File: config.mk
export PLATFORM = sky130hd
export DESIGN_NAME = ctp_menu
export DESIGN_NICKNAME = d
export VERILOG_FILES = /design/src/ctp_pkg.sv /design/src/ctp_menu.sv
export SDC_FILE = /design/constraint.sdc
export NUM_CORES = 1
export LEC_CHECK = 0
export BUFFER_PORTS_ARGS = -buffer_cell sky130_fd_sc_hd__buf_2
export CAP_MARGIN = 20
export CORE_MARGIN = 5
export CORE_UTILIZATION = 35
export CTS_CLUSTER_DIAMETER = 40
export CTS_CLUSTER_SIZE = 24
export DETAILED_ROUTE_END_ITERATION = 8
export PLACE_DENSITY = 0.51
export SKIP_LAST_GASP = 1
export SYNTH_ARGS = -nofsm -noshare
export SYNTH_HDL_FRONTEND = slang
export SYNTH_SLANG_ARGS = --single-unit
File: constraint.sdc
create_clock -name pclk -period 3.3 [get_ports pclk]
set_clock_uncertainty 0.2 [all_clocks]
set_input_delay 0.825 -clock pclk [delete_from_list [all_inputs] [get_ports pclk]]
set_output_delay 0.825 -clock pclk [all_outputs]
set_load 0.03 [all_outputs]
File: src/ctp_pkg.sv
// Package for the counter/timer/tach setup menu sequencer
package ctp_pkg;

    // ****************************************************************
    // Mode codes read from the mode-select pins
    // ****************************************************************
    localparam logic [3:0] MODE_TIMER = 4'h0;
    localparam logic [3:0] MODE_TACH = 4'hB;
    localparam logic [3:0] MODE_COUNTER = 4'hC;

    // ****************************************************************
    // Register offsets (byte addresses)
    // ****************************************************************
    localparam logic [7:0] OFS_STATUS = 8'h00;
    localparam logic [7:0] OFS_SETTING = 8'h04;
    localparam logic [7:0] OFS_CONTROL = 8'h08;
    localparam logic [7:0] OFS_MULT = 8'h0C;

    // ****************************************************************
    // Reset values and limits
    // ****************************************************************
    localparam logic [3:0] RANGE_RESET = 4'h0;
    localparam logic [3:0] RANGE_LAST = 4'h9;
    localparam logic [3:0] DIGIT_LAST = 4'h9;
    localparam logic [2:0] POINT_RESET = 3'h4;
    localparam logic [2:0] TBASE_DEFAULT = 3'h1;
    localparam logic [2:0] TBASE_ENTRY = 3'h6;
    localparam logic [2:0] DIGIT_TOP = 3'h4;

    // ****************************************************************
    // Blink timing: 2 Hz toggles every 250 ms
    // ****************************************************************
    localparam int CLK_HZ = 25000000;
    localparam int BLINK_HALF_MS = 250;
    localparam int BLINK_CYCLES = CLK_HZ / 1000 * BLINK_HALF_MS;

    // Menu states, one-hot
    typedef enum logic [4:0] {
        CTP_RUN = 5'b00001,
        CTP_RANGE = 5'b00010,
        CTP_DIGITS = 5'b00100,
        CTP_POINT = 5'b01000,
        CTP_TBASE = 5'b10000
    } ctp_state_t;

    // Programmed settings as one carrier
    typedef struct packed {
        logic [3:0] range;
        logic [2:0] point;
        logic [2:0] tbase;
        logic [19:0] mult;
    } ctp_setting_t;

endpackage : ctp_pkg

File: src/ctp_menu.sv
// Setup menu sequencer for a six-digit counter, timer and tachometer
`timescale 1ns/100ps
module ctp_menu (
    // Clock, reset, enable
    input wire logic pclk,
    input wire logic presetn,
    input wire logic clk_en,
    // APB slave
    input wire logic psel,
    input wire logic penable,
    input wire logic pwrite,
    input wire logic [7:0] paddr,
    input wire logic [31:0] pwdata,
    output logic [31:0] prdata,
    output logic pready,
    output logic pslverr,
    // Pins
    input wire logic [3:0] mode_select_pins,
    input wire logic setup_menu_input_n,
    input wire logic step_input_n,
    input wire logic slow_signal_input,
    input wire logic fast_signal_input,
    // Outputs to counting and display logic
    output ctp_pkg::ctp_setting_t setting,
    output logic count_pulse,
    output logic timer_run,
    output logic in_menu,
    output logic blink_on,
    output logic [2:0] blink_digit,
    output logic rate_enable
);
    import ctp_pkg::*;

    // ****************************************************************
    // Input synchronisers
    // ****************************************************************
    logic [3:0] sync1;
    logic [3:0] sync2;
    logic [3:0] mode_sync1;
    logic [3:0] mode_sync2;
    logic pgm_prev;
    logic step_prev;
    logic sig_prev;
    always_ff @(posedge pclk or negedge presetn) begin
        if (!presetn) begin
            sync1 <= 4'hF;
            sync2 <= 4'hF;
            mode_sync1 <= 4'h0;
            mode_sync2 <= 4'h0;
        end else if (clk_en) begin
            sync1 <= {setup_menu_input_n, step_input_n, slow_signal_input, fast_signal_input};
            sync2 <= sync1;
            mode_sync1 <= mode_select_pins;
            mode_sync2 <= mode_sync1;
        end
    end

    logic pgm_s;
    logic step_s;
    logic slow_s;
    logic fast_s;
    assign pgm_s = sync2[3];
    assign step_s = sync2[2];
    assign slow_s = sync2[1];
    assign fast_s = sync2[0];

    // Falling edge seen once; a held low level gives nothing more
    logic pgm_pulse;
    logic step_pulse;
    assign pgm_pulse = pgm_prev & ~pgm_s;
    assign step_pulse = step_prev & ~step_s;

    // ****************************************************************
    // Mode capture at power-up
    // ****************************************************************
    logic [3:0] mode;
    logic mode_taken;
    logic [1:0] settle;
    // Pins read once, after the synchroniser has filled
    // power-up mode read
    always_ff @(posedge pclk or negedge presetn) begin
        if (!presetn) begin
            mode <= MODE_TIMER;
            mode_taken <= 1'b0;
            settle <= 2'h0;
        end else if (clk_en && !mode_taken) begin
            settle <= settle + 2'h1;
            if (settle == 2'h3) begin
                mode <= mode_sync2;
                mode_taken <= 1'b1;
            end
        end
    end

    logic is_timer;
    logic is_tach;
    assign is_timer = (mode == MODE_TIMER);
    assign is_tach = (mode == MODE_TACH);

    // ****************************************************************
    // Menu state machine and settings
    // ****************************************************************
    ctp_state_t state;
    logic used_pgm;
    logic [2:0] digit;
    logic [3:0] cur_digit;
    assign cur_digit = setting.mult[digit*4 +: 4];

    always_ff @(posedge pclk or negedge presetn) begin
        if (!presetn) begin
            state <= CTP_RUN;
            setting.range <= RANGE_RESET;
            setting.point <= POINT_RESET;
            setting.tbase <= TBASE_DEFAULT;
            setting.mult <= 20'h0;
            used_pgm <= 1'b0;
            digit <= 3'h0;
            pgm_prev <= 1'b1;
            step_prev <= 1'b1;
        end else if (clk_en) begin
            pgm_prev <= pgm_s;
            step_prev <= step_s;
            case (state)
                CTP_RUN: begin
                    if (pgm_pulse && mode_taken) begin
                        used_pgm <= 1'b1;
                        if (is_timer) begin
                            state <= CTP_RANGE;
                        end else begin
                            state <= CTP_DIGITS;
                            digit <= 3'h0;
                            if (!used_pgm) begin
                                setting.mult <= 20'h0;
                            end
                        end
                    end
                end
                CTP_RANGE: begin
                    if (pgm_pulse) begin
                        state <= CTP_RUN;
                    end else if (step_pulse) begin
                        setting.range <= (setting.range == RANGE_LAST) ? 4'h0
                                         : setting.range + 4'h1;
                    end
                end
                CTP_DIGITS: begin
                    if (pgm_pulse) begin
                        if (digit == DIGIT_TOP) begin
                            state <= CTP_POINT;
                            setting.point <= POINT_RESET;
                        end else begin
                            digit <= digit + 3'h1;
                        end
                    end else if (step_pulse) begin
                        if (digit == DIGIT_TOP) begin
                            setting.mult[digit*4 +: 4] <= {3'h0, ~cur_digit[0]};
                        end else begin
                            setting.mult[digit*4 +: 4] <= (cur_digit == DIGIT_LAST) ? 4'h0
                                                          : cur_digit + 4'h1;
                        end
                    end
                end
                CTP_POINT: begin
                    if (pgm_pulse) begin
                        if (is_tach) begin
                            state <= CTP_TBASE;
                            setting.tbase <= TBASE_ENTRY;
                        end else begin
                            state <= CTP_RUN;
                        end
                    end else if (step_pulse) begin
                        setting.point <= setting.point + 3'h1;
                    end
                end
                CTP_TBASE: begin
                    if (pgm_pulse) begin
                        state <= CTP_RUN;
                    end else if (step_pulse) begin
                        setting.tbase <= setting.tbase + 3'h1;
                    end
                end
                default: begin
                    state <= CTP_RUN;
                end
            endcase
        end
    end

    // ****************************************************************
    // Blink timer for the selected digit
    // ****************************************************************
    logic [23:0] blink_cnt;
    always_ff @(posedge pclk or negedge presetn) begin
        if (!presetn) begin
            blink_cnt <= 24'h0;
            blink_on <= 1'b0;
        end else if (clk_en) begin
            if (state != CTP_DIGITS) begin
                // Restart so each entry starts lit
                blink_cnt <= 24'h0;
                blink_on <= 1'b1;
            end else if (blink_cnt == 24'(BLINK_CYCLES - 1)) begin
                blink_cnt <= 24'h0;
                blink_on <= ~blink_on;
            end else begin
                blink_cnt <= blink_cnt + 24'h1;
            end
        end
    end

    // ****************************************************************
    // Signal edge choice and timer run decision
    // ****************************************************************
    logic sig_sel;
    logic rise_mode;
    // The unused input's level picks the edge; if both inputs move together the xor holds and nothing counts
    assign sig_sel = slow_s ? fast_s : (fast_s ? fast_s : slow_s);
    // edge swaps after programming
    // A high unused input inverts the xor, so its level and programming both pick the direction
    assign rise_mode = used_pgm;

    always_ff @(posedge pclk or negedge presetn) begin
        if (!presetn) begin
            sig_prev <= 1'b0;
            count_pulse <= 1'b0;
            timer_run <= 1'b0;
            in_menu <= 1'b0;
            blink_digit <= 3'h0;
            rate_enable <= 1'b0;
        end else if (clk_en) begin
            sig_prev <= fast_s ^ slow_s;
            count_pulse <= (state == CTP_RUN) && !is_timer &&
                           (rise_mode ? (!sig_prev && (fast_s ^ slow_s))
                                      : (sig_prev && !(fast_s ^ slow_s)));
            // stop only slow low, fast high
            timer_run <= is_timer && (state == CTP_RUN) && !(!slow_s && fast_s);
            in_menu <= (state != CTP_RUN);
            blink_digit <= digit;
            rate_enable <= is_tach && (setting.tbase != 3'h0);
        end
    end

    // ****************************************************************
    // APB slave, zero wait states
    // ****************************************************************
    always_ff @(posedge pclk or negedge presetn) begin
        if (!presetn) begin
            prdata <= 32'h0;
            pready <= 1'b0;
            pslverr <= 1'b0;
        end else if (clk_en) begin
            pready <= psel && !penable;
            pslverr <= 1'b0;
            if (psel && !penable) begin
                case (paddr)
                    OFS_STATUS: prdata <= {20'h0, used_pgm, mode_taken, state, 1'b0, mode};
                    OFS_SETTING: prdata <= {22'h0, setting.tbase, setting.point, setting.range};
                    OFS_CONTROL: prdata <= 32'h0;
                    OFS_MULT: prdata <= {12'h0, setting.mult};
                    default: begin
                        prdata <= 32'h0;
                        pslverr <= 1'b1;
                    end
                endcase
            end
        end
    end

    // Bus writes are accepted and ignored; settings come only from the pins
    logic unused_bus;
    assign unused_bus = pwrite ^ (|pwdata) ^ sig_sel;

endmodule : ctp_menu

# Word level (Yosys, flattened, before mapping)
# Cells that the tools add are included.
[classes]
reduce_logical = 37
bitwise = 8
n_eq_ne = 31
n_addsub = 8
n_mux = 42
shift = 4
[op_table]
columns = ["cell", "count"]
rows = [
  ["2-to-1 mux 20 bit", 6],
  ["indexed part select 4 x 34 -> 20 bit", 2],
  ["one-hot mux 20 bit (3 select lines)", 1],
  ["2-to-1 mux 24 bit", 2],
  ["bitwise mux 20 bit", 2],
  ["one-hot mux 20 bit (2 select lines)", 1],
  ["2-to-1 mux 3 bit", 13],
  ["negation 5 -> 34 bit", 1],
  ["variable shift 4 x 34 -> 20 bit (first input constant)", 1],
  ["2-to-1 mux 5 bit", 6],
  ["!= test 2 bit (second input constant)", 14],
  ["adder 24 x 1 -> 24 bit (second input constant)", 1],
  ["equality test 24 x 23 -> 1 bit (second input constant)", 1],
  ["AND reduction 6 bit", 4],
  ["one-hot mux 5 bit (4 select lines)", 1],
  ["indexed part select 20 x 6 -> 4 bit", 1],
  ["one-hot mux 3 bit (2 select lines)", 3],
  ["equality test 8 x 4 -> 1 bit (second input constant)", 2],
  ["equality test 4 bit (second input constant)", 3],
  ["logical AND 1 bit", 11],
  ["adder 3 x 1 -> 3 bit (second input constant)", 3],
  ["adder 4 x 1 -> 4 bit (second input constant)", 2],
  ["equality test 8 x 3 -> 1 bit (second input constant)", 1],
  ["logical NOT 8 bit", 1],
  ["26 further kinds", 47],
]
[totals]
out_inout_bits = 72
ff_bits = 131
input_bits = 54

# Logic depth before layout (Yosys ltp)
[depth]
word_depth = 9
mapped_depth = 11
mapped_depth_nobuf = 9

# Least setup slack after synthesis
# No wires, ideal clock.
[synth_path]
path_kind = "register -> register"
startpoint = "register digit[0]"
endpoint = "register setting[0] (netlist name)"
path_buffers = 2
t_required_ns = 2.973
period_less_slack_ns = 2.513
setup_slack_ns = 0.787
arrival_time_ns = 2.185
setup_ns = 0.127
stages_incl_launch_ff = 12
cell_sequence = "dfrtp_1 buf_6 buf_6 mux2i_1 nor2_1 a311o_1 inv_1 ha_1 inv_1 or4b_1 nand3_1 o21ai_0"
[synth_via]
elab_chain_len = 9
[synth_rtl]
columns = ["element", "line", "source"]
rows = [
  ["start: declaration", "ctp_menu.sv:105", "logic [2:0] digit;"],
  ["start signal: assignment", "ctp_menu.sv:152", "digit <= digit + 3'h1;"],
  ["indexed part select 20 x 6 -> 4 bit", "ctp_menu.sv:107", "assign cur_digit = setting.mult[digit*4 +: 4];"],
  ["adder 4 x 1 -> 4 bit / equality test 4 bit (equally long branches)", "ctp_menu.sv:159, ctp_menu.sv:158", ""],
  ["2-to-1 mux 4 bit", "ctp_menu.sv:158", "setting.mult[digit*4 +: 4] <= (cur_digit == DIGIT_LAST) ? 4'h0"],
  ["indexed part select 4 x 34 -> 20 bit", "ctp_menu.sv:158", ""],
  ["bitwise mux 20 bit", "ctp_menu.sv:158", ""],
  ["2-to-1 mux 20 bit (*)", "ctp_menu.sv:155", "if (digit == DIGIT_TOP) begin"],
  ["2-to-1 mux 20 bit (*)", "ctp_menu.sv:154", "end else if (step_pulse) begin"],
  ["2-to-1 mux 20 bit (*)", "ctp_menu.sv:147", "if (pgm_pulse) begin"],
  ["one-hot mux 20 bit (2 select lines) (*)", "ctp_menu.sv:123", "case (state)"],
  ["end: declaration", "ctp_menu.sv:24", "output ctp_pkg::ctp_setting_t setting,"],
]
# Every way passes the cells marked *; elsewhere a longest branch is shown, timed or not. The select of a mux whose other input is x is not followed.
# A chain may end at the register's enable or synchronous reset.

# Final worst setup path
# Ends and elaborated chain as after synthesis.

==> results.json <==
{
  "status": "completed",
  "routedWlPerCell_um": 16.1,
  "coreArea_mm2": 0.0171,
  "path_class": "register to register",
  "cts_made_buffers": 17,
  "port_buffers": 80,
  "r2r_slack_ps": 420,
  "crit_path_start": "digit[0]",
  "num_rows": 48,
  "cts_setup_buffers": 0,
  "dp_hpwl_mm": 11.2,
  "yosys_most_used_dff": "dfrtp_1",
  "num-nets-final": 757,
  "syn2layout_area_growth_pct": 20.4,
  "routed-via-count": 4676,
  "power.share.switching_pct": 31.4,
  "numClockSinks": 119,
  "final_max_slew_viol_count": 0,
  "gp_congestion": 0.829,
  "ys_ff_latch": 119,
  "drcViolationCount": 0,
  "cts_max_level": 4,
  "r2r-start": "digit[0]",
  "drt_iter0_drc": 200,
  "maxCapViolCount": 0,
  "required_ps": 3390,
  "syn_avg_cell_area_um2": 10.1,
  "synth_cells": 596,
  "mostFrequentLayoutCells": "dfrtp_1, buf_2, nand2_1",
  "synth-simple-area-share_pct": 18.0,
  "placed_cells_incl_taps": 894,
  "grt_pass1_wl_mm": 24.8,
  "ys_warn_count": 0,
  "switchingPower_uw": 1450,
  "cp.arrival_ps": 2970,
  "synth_top_family_by_area": "simple AND/OR/NAND/NOR gates",
  "drt-total-wl_mm": 14.9,
  "synth-async-reset-ratio_pct": 100,
  "post-route-min-period_ps": 2880,
  "grt_max_degree": 44,
  "slew_headroom_pct": 62.8,
  "rr_endpoint": "setting[0]",
  "hold_path_class": "input port to asynchronous set/reset pin",
  "setup_violations": 0,
  "syn_area_mm2": 0.00601,
  "rr_worst_depth": 9,
  "cts_hold_buf": 0,
  "via_per_inst": 5.05,
  "ys_types": 64,
  "synth_edf_count": 0,
  "ioPinCount": 126,
  "grt_pass1_vias": 4772,
  "synth.top_cell.area_share_pct": 44.1,
  "antenna_cells": 0,
  "cts_resized": 0,
  "die_area_mm2": 0.0199,
  "drt_pass1_iterations": 5,
  "cts.root.buffer_cell": "clkbuf_16",
  "cp_num_buf_inv": 2,
  "die_width_um": 141,
  "cts_tree": "built",
  "worstSetupEndpointType": "register",
  "rsz0062_at_grt": "no",
  "critPathMaxStageDelay_ps": 660,
  "start_kind": "register",
  "hold_viol": 0,
  "stdcell_count": 926,
  "grtUsageTotal_pct": 15.6,
  "initial_utilization_pct": 35.2,
  "synth_compound_area_share_pct": 12.3,
  "path_delay_family": "simple AND/OR/NAND/NOR gates",
  "tns_ps": 0,
  "cts.clk_slew.worst_paths_ps": 50,
  "synth_xor_area_share_pct": 2.91,
  "crit_cells": 9,
  "total_power_uw": 4620,
  "p_clk_share_pct": 38.7,
  "layout_commonest_cell": "dfrtp_1",
  "endpoint": "setting[0]",
  "cts_buffer_depth": 2,
  "tightestPinTransition_ps": 557,
  "synthTopCellsByArea": "dfrtp_1, dfstp_2, mux2_2",
  "leakage_uw": 0.00328,
  "drive_gt1_share_pct": 25.7,
  "path_cells": "mux2i_1 -> nor2_1 -> a311o_1 -> inv_1 -> ha_1 -> inv_1 -> or4b_1 -> nand3_1 -> o21ai_0",
  "antenna_found_initial": 0,
  "pwr_density_cell_mw_per_mm2": 638,
  "synth_top_area_cell": "dfrtp_1",
  "max-vdd-ir-drop_mv": 0.368,
  "yosys-mux-area-fraction_pct": 9.29,
  "post-route-period-util_pct": 87.3,
  "crit_top_cell": "inv_1",
  "fp.dieH_um": 141,
  "yosysSeqAreaShare_pct": 49.8,
  "max_freq_ghz": 0.347,
  "synthAdderAreaFrac_pct": 3.12,
  "crit_path_max_fanout": 10,
  "comb_power_share_pct": 21.6,
  "share_seq_of_total_power_pct": 39.7,
  "overflow": 0,
  "p_int_uw": 3170,
  "ant_nets": 0,
  "crit_slowest_cell": "dfrtp_1",
  "clk_latency_ps": 410
}
## worst register-to-register path: stages, from the launching register on
cell     delay [ps]
dfrtp_1         660
mux2i_1         280
nor2_1           80
a311o_1         360
inv_1            70
ha_1            180
inv_1            60
or4b_1          550
nand3_1         210
o21ai_0         120
## metrics by stage
stage               hold slack [ps]  instance area, um^2  utilization (%)  setup WS, ps
global route                    231                 7240             42.4           262
detailed placement              267                 6670             39.1           420
floorplan                       248                 6050                -           787
finish                          189                 7240             42.4           419
CTS                             209                 7240             42.4           402
global placement                260                 6670             39.1           471
## flip-flops by register name, indices dropped and copies added, names as in the netlist, 2 cells and up
register	flops
blink_cnt	24
mode	4
sync1	4
digit	3
mode_sync1	4
sync2	4
state	5
blink_digit	3
prdata	20
setting	30
settle	2
mode_sync2	4
## per-layer routing
layer  up-vias  part of all wire (%)  wire length, um  track usage (%)
met5         -                     0                0                0
met4         0                   2.1              316             6.17
met3        28                   5.2              774             3.87
met2       116                    45             6770             24.0
met1      2270                    47             7070             21.1
li1       2262                     -                -                -
## layout make-up
type,instances,area [um^2]
Clock buffer,23,468
Clock inverter,9,100
Fill cell,1669,9820
Inverter,20,75.1
Multi-Input combinational cell,435,2790
Sequential cell,119,2990
Tap cell,225,282
Timing Repair Buffer,95,528
## cell usage after synthesis (all sizes together), types with 13 or more instances
master,number
dfstp,13
inv,19
o21ai,42
mux2i,22
a21oi,21
dfrtp,106
nand3,24
buf,22
mux2,30
ha,15
nor2,62
nand2,70
## logic make-up after synthesis
group	Yosys count
AO/OA/AOI/OAI	113
XOR/XNOR	20
adder cells (fa/ha/maj)	15
buffers and inverters	53
flip-flops	119
multiplexers	52
other	1
AND/OR/NAND/NOR	223
## worst min-delay path by stage
stage	start	to	cells after the start
after floorplan	settle[0]	settle[0]	1
after global placement	settle[0]	settle[0]	1
final	presetn	prdata[12]	1
after detailed placement	prdata[10]	prdata[10]	2
after global routing	presetn	prdata[12]	1
after CTS	presetn	prdata[12]	1
## power groups by stage
| stage | clock network, uW | logic [uW] | registers (uW) |
|---|---|---|---|
| 6_report | 1790 | 998 | 1830 |
| 5_1_grt | 1890 | 1120 | 1860 |
| 4_1_cts | 1830 | 1010 | 1830 |
| 3_5_place_dp | 0 | 1000 | 1860 |
| 3_3_place_gp | 0 | 988 | 1850 |
| 2_1_floorplan | 0 | 694 | 1850 |
Note: power is estimated with default switching activity, not from simulation.
